==> src/flsdm_consts.vh <==
`ifndef FLSDM_CONSTS_VH
`define FLSDM_CONSTS_VH

// ==========================================================
// register byte offsets
`define FLSDM_OFF_REFDIV     8'h00
`define FLSDM_OFF_NDIV       8'h04
`define FLSDM_OFF_CTRL       8'h08
`define FLSDM_OFF_NOISE      8'h0c
`define FLSDM_OFF_STATUS     8'h10
`define FLSDM_OFF_STORED     8'h14

// ==========================================================
// field positions within the 24-bit configuration words
`define FLSDM_LOADCTL_BIT    23
`define FLSDM_MUXSEL_HI      22
`define FLSDM_MUXSEL_LO      20
`define FLSDM_MODFLD_HI      13
`define FLSDM_MODFLD_LO      2
`define FLSDM_FLFLAG_BIT     23
`define FLSDM_FRACFLD_HI     13
`define FLSDM_FRACFLD_LO     2
`define FLSDM_CPCUR_HI       10
`define FLSDM_CPCUR_LO       7
`define FLSDM_NSMODE_HI      3
`define FLSDM_NSMODE_LO      2

// ==========================================================
// codes and limits
`define FLSDM_MUXSEL_FLSW    3'b110
`define FLSDM_NSMODE_SPUR    2'b00
`define FLSDM_MOD_MIN        12'h002
`define FLSDM_CP_BOOST_SH    4
`define FLSDM_RESP_OKAY      2'b00
`define FLSDM_RESP_SLVERR    2'b10

// ==========================================================
// reset values and timing
`define FLSDM_RST_MOD        12'h002
`define FLSDM_RST_WORD       24'h000000
`define FLSDM_PFD_DIV        8'h03
`define FLSDM_LFSR_SEED      21'h000001

`endif

==> src/flsdm_sdm.v <==
`timescale 1ns/10ps
`default_nettype none

// third-order modulus accumulator cascade, one step per comparison tick
module flsdm_sdm #(
	parameter W = 12
) (
	input  wire                aclk,
	input  wire                aresetn,
	input  wire                step_en,
	input  wire [W-1:0]        modulus,
	input  wire [W-1:0]        fraction,
	input  wire                dither_en,
	output reg  signed [3:0]   sdm_out
);

`include "flsdm_consts.vh"

	reg  [W-1:0]  acc1;
	reg  [W-1:0]  acc2;
	reg  [W-1:0]  acc3;
	reg           c2_d;
	reg           c3_d;
	reg           c3_dd;
	reg  [20:0]   lfsr;
	reg  [W-1:0]  mod_q;
	wire          mod_chg;
	wire          dith_bit;
	wire [W:0]    sum1;
	wire [W:0]    sum2;
	wire [W:0]    sum3;
	wire          c1;
	wire          c2;
	wire          c3;
	wire [W-1:0]  next_acc1;
	wire [W-1:0]  next_acc2;
	wire [W-1:0]  next_acc3;
	wire signed [3:0] next_sdm_out;

	// ==========================================================
	// dither source, 21-stage shift register
	assign dith_bit = dither_en & lfsr[0];

	// ==========================================================
	// a new modulus restarts the cascade so no accumulator is left above it
	assign mod_chg = (mod_q != modulus);

	// ==========================================================
	// modulo accumulators
	assign sum1 = {1'b0, acc1} + {1'b0, fraction} + {{W{1'b0}}, dith_bit};
	assign c1 = (sum1 >= {1'b0, modulus});
	assign next_acc1 = c1 ? sum1[W-1:0] - modulus : sum1[W-1:0];
	assign sum2 = {1'b0, acc2} + {1'b0, next_acc1};
	assign c2 = (sum2 >= {1'b0, modulus});
	assign next_acc2 = c2 ? sum2[W-1:0] - modulus : sum2[W-1:0];
	assign sum3 = {1'b0, acc3} + {1'b0, next_acc2};
	assign c3 = (sum3 >= {1'b0, modulus});
	assign next_acc3 = c3 ? sum3[W-1:0] - modulus : sum3[W-1:0];

	// noise-shaping combiner: c1 + (1-z^-1)c2 + (1-z^-1)^2 c3
	assign next_sdm_out = $signed({3'b000, c1}) + $signed({3'b000, c2}) - $signed({3'b000, c2_d})
		+ $signed({3'b000, c3}) - $signed({2'b00, c3_d, 1'b0}) + $signed({3'b000, c3_dd});

	always @(posedge aclk) begin
		if (!aresetn) begin
			acc1    <= {W{1'b0}};
			acc2    <= {W{1'b0}};
			acc3    <= {W{1'b0}};
			c2_d    <= 1'b0;
			c3_d    <= 1'b0;
			c3_dd   <= 1'b0;
			lfsr    <= `FLSDM_LFSR_SEED;
			sdm_out <= 4'sh0;
			mod_q   <= {W{1'b0}};
		end else if (mod_chg) begin
			mod_q   <= modulus;
			acc1    <= {W{1'b0}};
			acc2    <= {W{1'b0}};
			acc3    <= {W{1'b0}};
			c2_d    <= 1'b0;
			c3_d    <= 1'b0;
			c3_dd   <= 1'b0;
		end else if (step_en) begin
			acc1    <= next_acc1;
			acc2    <= next_acc2;
			acc3    <= next_acc3;
			c2_d    <= c2;
			c3_d    <= c3;
			c3_dd   <= c3_d;
			sdm_out <= next_sdm_out;
			if (dither_en) begin
				lfsr <= {lfsr[0] ^ lfsr[2], lfsr[20:1]};
			end
		end
	end

endmodule // flsdm_sdm

`default_nettype wire

==> src/flsdm_top.v <==
// Decided for this implementation: the register addresses and the AXI4-Lite register port.
`timescale 1ns/10ps
`default_nettype none
`include "flsdm_consts.vh"

module flsdm_top #(
	parameter       W       = 12,
	parameter [7:0] PFD_DIV = `FLSDM_PFD_DIV
) (
	input  wire               aclk,
	input  wire               aresetn,
	input  wire [7:0]         s_axi_awaddr,
	input  wire [2:0]         s_axi_awprot,
	input  wire               s_axi_awvalid,
	output wire               s_axi_awready,
	input  wire [31:0]        s_axi_wdata,
	input  wire [3:0]         s_axi_wstrb,
	input  wire               s_axi_wvalid,
	output wire               s_axi_wready,
	output reg  [1:0]         s_axi_bresp,
	output reg                s_axi_bvalid,
	input  wire               s_axi_bready,
	input  wire [7:0]         s_axi_araddr,
	input  wire [2:0]         s_axi_arprot,
	input  wire               s_axi_arvalid,
	output wire               s_axi_arready,
	output reg  [31:0]        s_axi_rdata,
	output reg  [1:0]         s_axi_rresp,
	output reg                s_axi_rvalid,
	input  wire               s_axi_rready,
	output wire               multiplexed_output_pin_o,
	output reg                multiplexed_output_pin_oe,
	output reg  [7:0]         charge_pump_current,
	output reg                wide_bandwidth,
	output reg  signed [3:0]  sigma_delta_modulator_out,
	output wire               phase_compare_tick
);

	reg  [7:0]          aw_addr;
	reg                 aw_held;
	reg  [23:0]         w_data;
	reg  [3:0]          w_strb;
	reg                 w_held;
	reg  [23:0]         img_refdiv;
	reg  [23:0]         img_ndiv;
	reg  [23:0]         img_ctrl;
	reg  [23:0]         img_noise;
	reg  [W-1:0]        fraction_modulus;
	reg  [W-1:0]        timer_count;
	reg  [W-1:0]        fraction_value;
	reg  [2:0]          mux_select;
	reg  [3:0]          cp_setting;
	reg  [1:0]          noise_mode;
	reg  [W-1:0]        countdown;
	reg  [7:0]          pfd_cnt;
	reg                 pfd_tick;
	reg  [23:0]         merged;
	reg  [23:0]         base_img;
	reg  [1:0]          next_bresp;
	reg  [31:0]         next_rdata;
	reg  [1:0]          next_rresp;
	wire                do_write;
	wire                do_read;
	wire                dither_en;
	wire                switch_sel;
	wire [W-1:0]        field_val;
	wire                fl_start;
	wire signed [3:0]   sdm_raw;
	integer             i;

	// ==========================================================
	// comparison-rate enable divider
	assign phase_compare_tick = pfd_tick;

	always @(posedge aclk) begin
		if (!aresetn) begin
			pfd_cnt  <= 8'h00;
			pfd_tick <= 1'b0;
		end else if (pfd_cnt >= PFD_DIV - 8'h01) begin
			pfd_cnt  <= 8'h00;
			pfd_tick <= 1'b1;
		end else begin
			pfd_cnt  <= pfd_cnt + 8'h01;
			pfd_tick <= 1'b0;
		end
	end

	// ==========================================================
	// write channel capture
	assign s_axi_awready = !aw_held && !s_axi_bvalid;
	assign s_axi_wready  = !w_held && !s_axi_bvalid;
	assign do_write      = aw_held && w_held && !s_axi_bvalid;

	always @(posedge aclk) begin
		if (!aresetn) begin
			aw_addr <= 8'h00;
			aw_held <= 1'b0;
			w_data  <= `FLSDM_RST_WORD;
			w_strb  <= 4'h0;
			w_held  <= 1'b0;
		end else begin
			if (s_axi_awvalid && s_axi_awready) begin
				aw_addr <= s_axi_awaddr;
				aw_held <= 1'b1;
			end else if (do_write) begin
				aw_held <= 1'b0;
			end
			if (s_axi_wvalid && s_axi_wready) begin
				w_data  <= s_axi_wdata[23:0];
				w_strb  <= s_axi_wstrb;
				w_held  <= 1'b1;
			end else if (do_write) begin
				w_held  <= 1'b0;
			end
		end
	end

	// ==========================================================
	// write decode with byte-lane merge onto the word image
	always @* begin
		case (aw_addr)
			`FLSDM_OFF_REFDIV: base_img = img_refdiv;
			`FLSDM_OFF_NDIV:   base_img = img_ndiv;
			`FLSDM_OFF_CTRL:   base_img = img_ctrl;
			`FLSDM_OFF_NOISE:  base_img = img_noise;
			default:           base_img = `FLSDM_RST_WORD;
		endcase
		for (i = 0; i < 3; i = i + 1) begin
			merged[i*8 +: 8] = w_strb[i] ? w_data[i*8 +: 8] : base_img[i*8 +: 8];
		end
	end

	assign field_val = merged[`FLSDM_MODFLD_HI:`FLSDM_MODFLD_LO];

	always @* begin
		case (aw_addr)
			`FLSDM_OFF_REFDIV: begin
				if (!merged[`FLSDM_LOADCTL_BIT] && field_val < `FLSDM_MOD_MIN) begin
					next_bresp = `FLSDM_RESP_SLVERR;
				end else begin
					next_bresp = `FLSDM_RESP_OKAY;
				end
			end
			`FLSDM_OFF_NDIV:   next_bresp = `FLSDM_RESP_OKAY;
			`FLSDM_OFF_CTRL:   next_bresp = `FLSDM_RESP_OKAY;
			`FLSDM_OFF_NOISE:  next_bresp = `FLSDM_RESP_OKAY;
			default:           next_bresp = `FLSDM_RESP_SLVERR;
		endcase
	end

	assign fl_start = do_write && (aw_addr == `FLSDM_OFF_NDIV) && merged[`FLSDM_FLFLAG_BIT];

	always @(posedge aclk) begin
		if (!aresetn) begin
			img_refdiv       <= `FLSDM_RST_WORD;
			img_ndiv         <= `FLSDM_RST_WORD;
			img_ctrl         <= `FLSDM_RST_WORD;
			img_noise        <= `FLSDM_RST_WORD;
			fraction_modulus <= `FLSDM_RST_MOD;
			timer_count      <= {W{1'b0}};
			fraction_value   <= {W{1'b0}};
			mux_select       <= 3'b000;
			cp_setting       <= 4'h0;
			noise_mode       <= `FLSDM_NSMODE_SPUR;
			s_axi_bvalid     <= 1'b0;
			s_axi_bresp      <= `FLSDM_RESP_OKAY;
		end else begin
			if (do_write) begin
				s_axi_bvalid <= 1'b1;
				s_axi_bresp  <= next_bresp;
				case (aw_addr)
					`FLSDM_OFF_REFDIV: begin
						if (merged[`FLSDM_LOADCTL_BIT]) begin
							timer_count <= field_val;
							img_refdiv  <= merged;
						end else if (field_val >= `FLSDM_MOD_MIN) begin
							fraction_modulus <= field_val;
							mux_select       <= merged[`FLSDM_MUXSEL_HI:`FLSDM_MUXSEL_LO];
							img_refdiv       <= merged;
						end
					end
					`FLSDM_OFF_NDIV: begin
						img_ndiv       <= merged;
						fraction_value <= merged[`FLSDM_FRACFLD_HI:`FLSDM_FRACFLD_LO];
					end
					`FLSDM_OFF_CTRL: begin
						img_ctrl   <= merged;
						cp_setting <= merged[`FLSDM_CPCUR_HI:`FLSDM_CPCUR_LO];
					end
					`FLSDM_OFF_NOISE: begin
						img_noise  <= merged;
						noise_mode <= merged[`FLSDM_NSMODE_HI:`FLSDM_NSMODE_LO];
					end
					default: begin
						img_noise <= img_noise;
					end
				endcase
			end else if (s_axi_bvalid && s_axi_bready) begin
				s_axi_bvalid <= 1'b0;
			end
		end
	end

	// ==========================================================
	// fast-lock countdown
	always @(posedge aclk) begin
		if (!aresetn) begin
			countdown <= {W{1'b0}};
		end else if (fl_start) begin
			countdown <= timer_count;
		end else if (pfd_tick && countdown != {W{1'b0}}) begin
			countdown <= countdown - {{(W-1){1'b0}}, 1'b1};
		end
	end

	assign switch_sel = (mux_select == `FLSDM_MUXSEL_FLSW);

	always @(posedge aclk) begin
		if (!aresetn) begin
			wide_bandwidth            <= 1'b0;
			multiplexed_output_pin_oe <= 1'b0;
			charge_pump_current       <= 8'h00;
		end else begin
			wide_bandwidth            <= (countdown != {W{1'b0}});
			multiplexed_output_pin_oe <= (countdown != {W{1'b0}}) && switch_sel;
			if (countdown != {W{1'b0}}) begin
				charge_pump_current <= {cp_setting, 4'h0};
			end else begin
				charge_pump_current <= {4'h0, cp_setting};
			end
		end
	end

	assign multiplexed_output_pin_o = 1'b0;

	// ==========================================================
	// modulator
	assign dither_en = (noise_mode == `FLSDM_NSMODE_SPUR);

	flsdm_sdm #(
		.W (W)
	) u_sdm (
		.aclk      (aclk),
		.aresetn   (aresetn),
		.step_en   (pfd_tick),
		.modulus   (fraction_modulus),
		.fraction  (fraction_value),
		.dither_en (dither_en),
		.sdm_out   (sdm_raw)
	);

	always @(posedge aclk) begin
		if (!aresetn) begin
			sigma_delta_modulator_out <= 4'sh0;
		end else begin
			sigma_delta_modulator_out <= sdm_raw;
		end
	end

	// ==========================================================
	// read channel
	assign s_axi_arready = !s_axi_rvalid;
	assign do_read       = s_axi_arvalid && s_axi_arready;

	always @* begin
		next_rresp = `FLSDM_RESP_OKAY;
		case (s_axi_araddr)
			`FLSDM_OFF_REFDIV: next_rdata = {8'h00, img_refdiv};
			`FLSDM_OFF_NDIV:   next_rdata = {8'h00, img_ndiv};
			`FLSDM_OFF_CTRL:   next_rdata = {8'h00, img_ctrl};
			`FLSDM_OFF_NOISE:  next_rdata = {8'h00, img_noise};
			`FLSDM_OFF_STATUS: next_rdata = {13'h0000, dither_en, multiplexed_output_pin_oe,
				wide_bandwidth, 4'h0, countdown};
			`FLSDM_OFF_STORED: next_rdata = {4'h0, timer_count, 4'h0, fraction_modulus};
			default: begin
				next_rdata = 32'h00000000;
				next_rresp = `FLSDM_RESP_SLVERR;
			end
		endcase
	end

	always @(posedge aclk) begin
		if (!aresetn) begin
			s_axi_rvalid <= 1'b0;
			s_axi_rdata  <= 32'h00000000;
			s_axi_rresp  <= `FLSDM_RESP_OKAY;
		end else if (do_read) begin
			s_axi_rvalid <= 1'b1;
			s_axi_rdata  <= next_rdata;
			s_axi_rresp  <= next_rresp;
		end else if (s_axi_rvalid && s_axi_rready) begin
			s_axi_rvalid <= 1'b0;
		end
	end

endmodule // flsdm_top

`default_nettype wire

==> config.mk <==
export PLATFORM = sky130hd
export DESIGN_NAME = flsdm_top
export DESIGN_NICKNAME = d
export VERILOG_FILES = /design/src/flsdm_sdm.v /design/src/flsdm_top.v
export VERILOG_INCLUDE_DIRS = /design/src
export SDC_FILE = /design/constraint.sdc
export NUM_CORES = 1
export LEC_CHECK = 0
export ABC_AREA = 1
export CORE_UTILIZATION = 50
export DETAILED_ROUTE_END_ITERATION = 6
export DONT_BUFFER_PORTS = 1
export SETUP_SLACK_MARGIN = 0.1
export SLEW_MARGIN = 10
export SYNTH_ARGS = -nofsm -noshare
export SYNTH_HDL_FRONTEND = slang
export SYNTH_SLANG_ARGS = --single-unit
==> constraint.sdc <==
create_clock -name aclk -period 15.4 [get_ports aclk]
set_input_delay 4.62 -clock aclk [delete_from_list [all_inputs] [get_ports aclk]]
set_output_delay 4.62 -clock aclk [all_outputs]
set_load 0.05 [all_outputs]
==> results.sh, run 1 <==
export IMPL_status="completed"
export IMPL_ant_nets=0
export IMPL_grt_busiest_layer="met2"
export IMPL_crit_type="reg2reg"
export IMPL_rr_worst_depth=66
export IMPL_syn_inst=2449
export IMPL_path_max_fanout=22
export IMPL_synth_top_cell_by_area="dfxtp_1"
export IMPL_drv_slew=0
export IMPL_die_y_um=185.8
export IMPL_grt_pass1_vias=14110
export IMPL_grt_met1_usage_pct=42.77
export IMPL_yosysSeqAreaShare_pct=35.91
export IMPL_ys_flop_type="dfxtp_1"
export IMPL_synth_warnings=0
export IMPL_synth_avg_cell_area_um2=6.897
export IMPL_skew_ns=0.02503
export IMPL_period_needed_ns=12.66
export IMPL_netlist_area_um2=16890
export IMPL_drc=0
export IMPL_via_per_inst=5.469
export IMPL_power_mw=4.701
export IMPL_drt_first_iter_violations=1417
export IMPL_cts_hold_buffers=0
export IMPL_place_area_um2=17050
export IMPL_dp_hpwl_mm=35.02
export IMPL_post_cts_resized=0
export IMPL_ctsHtreeMaxLevel=2
export IMPL_min_period_over_period_pct=82.23
export IMPL_cpMaxStageDelayCell="nand2_1"
export IMPL_final_cell_area_um2=18180
export IMPL_clk_path_buf_depth=3
export IMPL_vias=15650
export IMPL_dr_pass1_iters=6
export IMPL_cts_buffers=35
export IMPL_die_area_um2=34520
export IMPL_cts_sinks=303
export IMPL_grt_overflow=0
export IMPL_peakVddDrop_mv=0.4426
export IMPL_n_fill_cell=3389
export IMPL_grt_usage_pct=29.86
export IMPL_relSlewSlack_pct=21.29
export IMPL_worstReg2RegEnd="u_sdm.sdm_out[2]"
export IMPL_rsz0062_at_grt="false"
export IMPL_r2r_start="img_noise[3]"
export IMPL_setup_tns_ns=0
export IMPL_drt_wl_total_mm=50.84
export IMPL_path_buf_inv=8
export IMPL_core_um2=32870
export IMPL_placedCellCount=2800
export IMPL_gp_congestion=0.9194
export IMPL_clk_pin_slew_ns=0.06
export IMPL_grt_start_max_net_pins=154
export IMPL_post_cts_buffers=0
export IMPL_ys_types=52
export IMPL_num_io_pins=122
export IMPL_timing_hold_ws_ns=0.4268
export IMPL_num_nets_final=2548
export IMPL_cellPowerDensity_nw_per_um2=258.5
export IMPL_crit_end="u_sdm.sdm_out[2]"
export IMPL_r2r_setup_slack_ns=2.74
export IMPL_finalNonFillerCells=2861
export IMPL_max_freq_mhz=78.97
export IMPL_antenna_found_initial=2
export IMPL_async_flop_share_pct=0
export IMPL_diodes=0
export IMPL_clockRootBuffer="clkbuf_16"
export IMPL_seq_area_um2=6067
export IMPL_numPortBuffers=0
export IMPL_area_growth_pct=7.652
export IMPL_synth_area_leaders="dfxtp_1 36%, nand2_1 10%, inv_1 7.7%"
export IMPL_hold_viol_final=0
export IMPL_use_met3_pct=7.552
export IMPL_hold_path_class="reg2reg"
export IMPL_num_rows=66
export IMPL_drv_cap=0
export IMPL_die_x_um=185.8
export IMPL_tightest_slew_ns=1.176
export IMPL_critical_path_depth=66
export IMPL_end_kind="flip-flop"
export IMPL_cts_tree="built"
export IMPL_synth_top_area_share_pct=35.91
export IMPL_start_util_pct=51.39
export IMPL_synth_enable_flop_cells=0
export IMPL_setup_violations=0
export IMPL_critPathLaunchType="flip-flop"
export IMPL_required_ns=15.85
export IMPL_avgRoutedWirePerCell_um=17.77
export IMPL_layout_drive_gt1_share_pct=4.919
export IMPL_slowest_delay_ns=0.56
export IMPL_grtUsageMet2_pct=44.25
export IMPL_leakage_nw=8.617
export IMPL_multi_input_area_um2=8950
export IMPL_critPathLaunch="img_noise[3]"
export IMPL_grt_pass1_wl_mm=78.75
export IMPL_synth_seq_cells=303
export IMPL_arrival_ns=13.11
export IMPL_cpMostUsedCell="nand2_1"
export IMPL_crit_family="simple AND/OR/NAND/NOR gates"
export IMPL_clock_latency_ns=0.53
-- state kept, by name, indices dropped and copies added, names as in the netlist, 3 cells and up --
name and flops:
s_axi_rdata 28, img_ctrl 24, img_ndiv 24, img_noise 24
img_refdiv 24, w_data 24, u_sdm.lfsr 21, countdown 12
fraction_modulus 12, timer_count 12, u_sdm.acc1 12, u_sdm.acc2 12
u_sdm.acc3 12, u_sdm.mod_q 12, aw_addr 8, charge_pump_current 8
pfd_cnt 8, sigma_delta_modulator_out 4, u_sdm.sdm_out 4, mux_select 3
w_strb 3
-- where the power goes --
group | internal, mW | switching [mW] | leakage (nW)
Combinational | 1.10 | 1.89 | 5.59
Sequential | 0.834 | 0.0505 | 2.46
Clock | 0.491 | 0.333 | 0.567
Total | 2.43 | 2.28 | 8.62
-- worst register-to-register path: cells and delay by family (launching register included) --
kind | cells | cell delay, ns
AO/OA/AOI/OAI | 8 | 1.74
flip-flops | 1 | 0.36
XOR/XNOR | 3 | 0.56
adder cells (fa/ha/maj) | 12 | 3.85
AND/OR/NAND/NOR | 35 | 5.28
buffers and inverters | 8 | 0.78
-- worst min path at each step --
stage	startpoint	to	slack (ns)	cells past startpoint
after floorplan	mux_select[0]	multiplexed_output_pin_oe	0.40	1
after global placement	u_sdm.sdm_out[2]	sigma_delta_modulator_out[2]	0.42	2
after detailed placement	u_sdm.sdm_out[2]	sigma_delta_modulator_out[2]	0.41	2
after CTS	u_sdm.sdm_out[2]	sigma_delta_modulator_out[2]	0.43	2
after global routing	u_sdm.sdm_out[2]	sigma_delta_modulator_out[2]	0.44	2
final	u_sdm.sdm_out[2]	sigma_delta_modulator_out[2]	0.43	2
-- cells by family (layout without fill, tap and decap cells) --
kind of cell / after synthesis / in the layout / synth area share, %
compound gates: 602 / 602 / 19.28
xor+xnor: 77 / 77 / 3.993
fa+ha+maj: 88 / 88 / 6.919
buf+inv: 478 / 437 / 11.38
flops: 303 / 303 / 35.91
other cells: 1 / 12 / 0.02220
simple gates: 900 / 900 / 22.50
-- layout by cell type, fill, tap and decap left out, drive strengths merged --
master / Yosys / final
a41oi: 3 / 3
fa: 9 / 9
o211ai: 5 / 5
and2: 1 / 1
buf: 51 / 16
a21oi: 249 / 249
o31ai: 1 / 1
nor2: 252 / 252
a21o: 5 / 5
dfxtp: 303 / 303
o21bai: 4 / 4
o21ai: 251 / 251
xor2: 52 / 52
o221ai: 9 / 9
a211o: 3 / 3
clkinv: 4 / 10
nand2: 468 / 468
conb: 1 / 12
nand3b: 11 / 11
or2: 8 / 8
clkbuf: 67 / 55
xnor2: 25 / 25
nor4b: 1 / 1
o22ai: 29 / 29
ha: 79 / 79
o21a: 1 / 1
o2111ai: 7 / 7
a21boi: 12 / 12
nand3: 132 / 132
nand4: 9 / 9
a2111oi: 1 / 1
a221oi: 4 / 4
a31oi: 10 / 10
a211oi: 8 / 8
nor3: 17 / 17
inv: 356 / 356
nor4: 1 / 1
-- metal layers --
metal | vias up | share of wire, %
li1 | 7817 | -
met1 | 7172 | 46
met2 | 591 | 42
met3 | 68 | 11
met4 | 0 | 1.9
met5 | - | 0
-- synth_stat cells, types with 11 or more instances --
master    count
nand2_1     457
inv_1       346
dfxtp_1     303
a21oi_1     249
nor2_1      238
o21ai_0     234
nand3_1     130
ha_1         79
clkbuf_1     67
xor2_1       52
o22ai_1      29
xnor2_1      25
buf_2        20
o21ai_1      17
nor3_1       16
buf_1        13
nand3b_1     11
-- metrics by stage --
| stage | setup slack (ns) | util [%] |
|---|---|---|
| finish | 2.736 | 55.33 |
| global route | 1.493 | 55.33 |
| CTS | 2.848 | 55.33 |
| detailed placement | 2.905 | 51.87 |
| global placement | 3.054 | 51.87 |
| floorplan | 6.343 | - |
-- cell type report --
type                            instances  area share (%)
Multi-Input combinational cell       1679           49.22
Sequential cell                       303           33.37
Inverter                              360           7.459
Clock buffer                           55           6.069
Tap cell                              442           3.041
Timing Repair Buffer                   16          0.6606
Clock inverter                          6          0.1858
Note: power is estimated with default switching activity, not from simulation.
==> run 2, diff against run 1 <==
Clock period 15.4 ns to 12.8 ns, I/O delays scaled along.
==> run 2 against run 1 <==
Against the previous run: wire length rose by 0.48%; global-route usage fell by 0.088 points; register-to-register slack got worse by 1.3 ns; sequential share of layout area is 0.16 points lower; utilization up 0.27 points; total power up 23%; first-iteration DRC count fell by 4.0%; sequential cell count stayed put; via count up 0.15%; die area did not move; sequential power up 20%; clock power is 26% higher; largest power group unchanged; highest routed layer is now met5.
==> results.sh, run 2 (synthesis gave the netlist of run 1 again) <==
export IMPL_end_kind="flip-flop"
export IMPL_layout_drive_gt1_share_pct=5.150
export IMPL_period_needed_ns=11.40
export IMPL_skew_ns=0.02985
export IMPL_grt_usage_pct=29.78
export IMPL_required_ns=13.26
export IMPL_via_per_inst=5.463
export IMPL_seq_area_um2=6067
export IMPL_crit_type="reg2reg"
export IMPL_path_max_fanout=13
export IMPL_p_sw_share_pct=48.14
export IMPL_start_util_pct=51.39
export IMPL_cts_tree="built"
export IMPL_cts_hold_buffers=0
export IMPL_combPwrFrac_pct=63.6
export IMPL_drv_slew=0
export IMPL_grt_start_max_net_pins=154
export IMPL_clockRootBuffer="clkbuf_16"
export IMPL_antenna_found_initial=0
export IMPL_p_sw_mw=2.773
export IMPL_numPortBuffers=0
export IMPL_finalNonFillerCells=2869
export IMPL_arrival_ns=11.86
export IMPL_die_x_um=185.8
export IMPL_cpMaxStageDelayCell="o21ai_0"
export IMPL_vias=15670
export IMPL_gp_congestion=0.9008
export IMPL_critPathLaunchType="flip-flop"
export IMPL_drc=0
export IMPL_ant_nets=0
export IMPL_crit_family="simple AND/OR/NAND/NOR gates"
export IMPL_place_area_um2=17080
export IMPL_num_nets_final=2554
export IMPL_drt_first_iter_violations=1360
export IMPL_post_cts_resized=0
export IMPL_diodes=0
export IMPL_timing_hold_ws_ns=0.4199
export IMPL_num_rows=66
export IMPL_largest_reg_flops=28
export IMPL_hold_viol_final=0
export IMPL_critical_path_depth=67
export IMPL_die_area_um2=34520
export IMPL_grt_overflow=0
export IMPL_tightest_slew_ns=1.222
export IMPL_cpMostUsedCell="nand2_1"
export IMPL_leakage_nw=8.654
export IMPL_place_ws_ns=1.590
export IMPL_cts_buffers=36
export IMPL_internal_power_mw=2.988
export IMPL_rr_worst_depth=67
export IMPL_avgRoutedWirePerCell_um=17.80
export IMPL_clk_path_buf_depth=3
export IMPL_p_clk_share_pct=18.0
export IMPL_drv_cap=0
export IMPL_n_fill_cell=3330
export IMPL_max_freq_mhz=87.73
export IMPL_hold_path_class="reg2reg"
export IMPL_slowest_delay_ns=0.43
export IMPL_final_common_cell="nand2_1"
export IMPL_layout_common_cells="457 x nand2_1, 346 x inv_1, 302 x dfxtp_1, 249 x a21oi_1, 238 x nor2_1"
export IMPL_grt_pass1_vias=13930
export IMPL_core_um2=32870
export IMPL_setup_tns_ns=0
export IMPL_seqPwrFrac_pct=18.5
export IMPL_peakVddDrop_mv=0.4575
export IMPL_area_growth_pct=8.185
export IMPL_fin_util_pct=55.60
export IMPL_clk_pin_slew_ns=0.06
export IMPL_grt_pass1_wl_mm=78.07
export IMPL_setup_violations=0
export IMPL_status="completed"
export IMPL_rsz0062_at_grt="false"
export IMPL_cellPowerDensity_nw_per_um2=315.3
export IMPL_clock_latency_ns=0.55
export IMPL_post_cts_buffers=0
export IMPL_num_io_pins=122
export IMPL_die_y_um=185.8
export IMPL_dp_hpwl_mm=34.97
export IMPL_path_buf_inv=9
export IMPL_min_period_over_period_pct=89.05
export IMPL_drt_wl_total_mm=51.08
export IMPL_holdPathStages=2
export IMPL_dr_pass1_iters=6
export IMPL_top_register="s_axi_rdata"
export IMPL_final_cell_area_um2=18270
export IMPL_multi_input_area_um2=8950
export IMPL_placedCellCount=2805
export IMPL_ctsHtreeMaxLevel=2
export IMPL_worst_slack_ns=1.401
export IMPL_relSlewSlack_pct=18.56
export IMPL_cts_sinks=303
export IMPL_power_mw=5.761
==> run 2: final cells by class <==
class	count	share of cell area, %
Clock buffer	56	6.066
Sequential cell	303	33.20
Tap cell	442	3.026
Clock inverter	8	0.4451
Timing Repair Buffer	21	0.8627
Multi-Input combinational cell	1679	48.98
Inverter	360	7.422
==> run 2: worst register-to-register path, delay by kind of cell (launching register included) <==
family | cells | cell delay (ns)
AO/OA/AOI/OAI | 8 | 1.79
adder cells (fa/ha/maj) | 12 | 3.70
flip-flops | 1 | 0.34
AND/OR/NAND/NOR | 35 | 4.16
buffers and inverters | 9 | 0.80
XOR/XNOR | 3 | 0.52
==> run 2: path summary, 6_finish.rpt <==
path / startpoint / slack [ns] / to
worst min register to register: u_sdm.sdm_out[2] / 0.42 / sigma_delta_modulator_out[2]
worst max-delay path: img_noise[2] / 1.40 / u_sdm.sdm_out[2]
worst max register to register: img_noise[2] / 1.40 / u_sdm.sdm_out[2]
worst min-delay path: u_sdm.sdm_out[2] / 0.42 / sigma_delta_modulator_out[2]
==> run 2: layer usage <==
metal	wire length (um)	up-vias	GRT usage (%)
li1	-	7831	-
met1	23630	7167	42.66
met2	21290	607	44.16
met3	5093	65	6.946
met4	952	2	7.803
met5	119	-	2.667
==> run 2: power by group through the flow <==
stage / logic, mW / registers [mW] / clock network (mW)
final: 3.66 / 1.06 / 1.04
after global routing: 4.21 / 1.07 / 1.09
after detailed placement: 3.61 / 1.08 / 0
after CTS: 3.64 / 1.06 / 1.05
after global placement: 3.57 / 1.08 / 0
after floorplan: 2.90 / 1.07 / 0
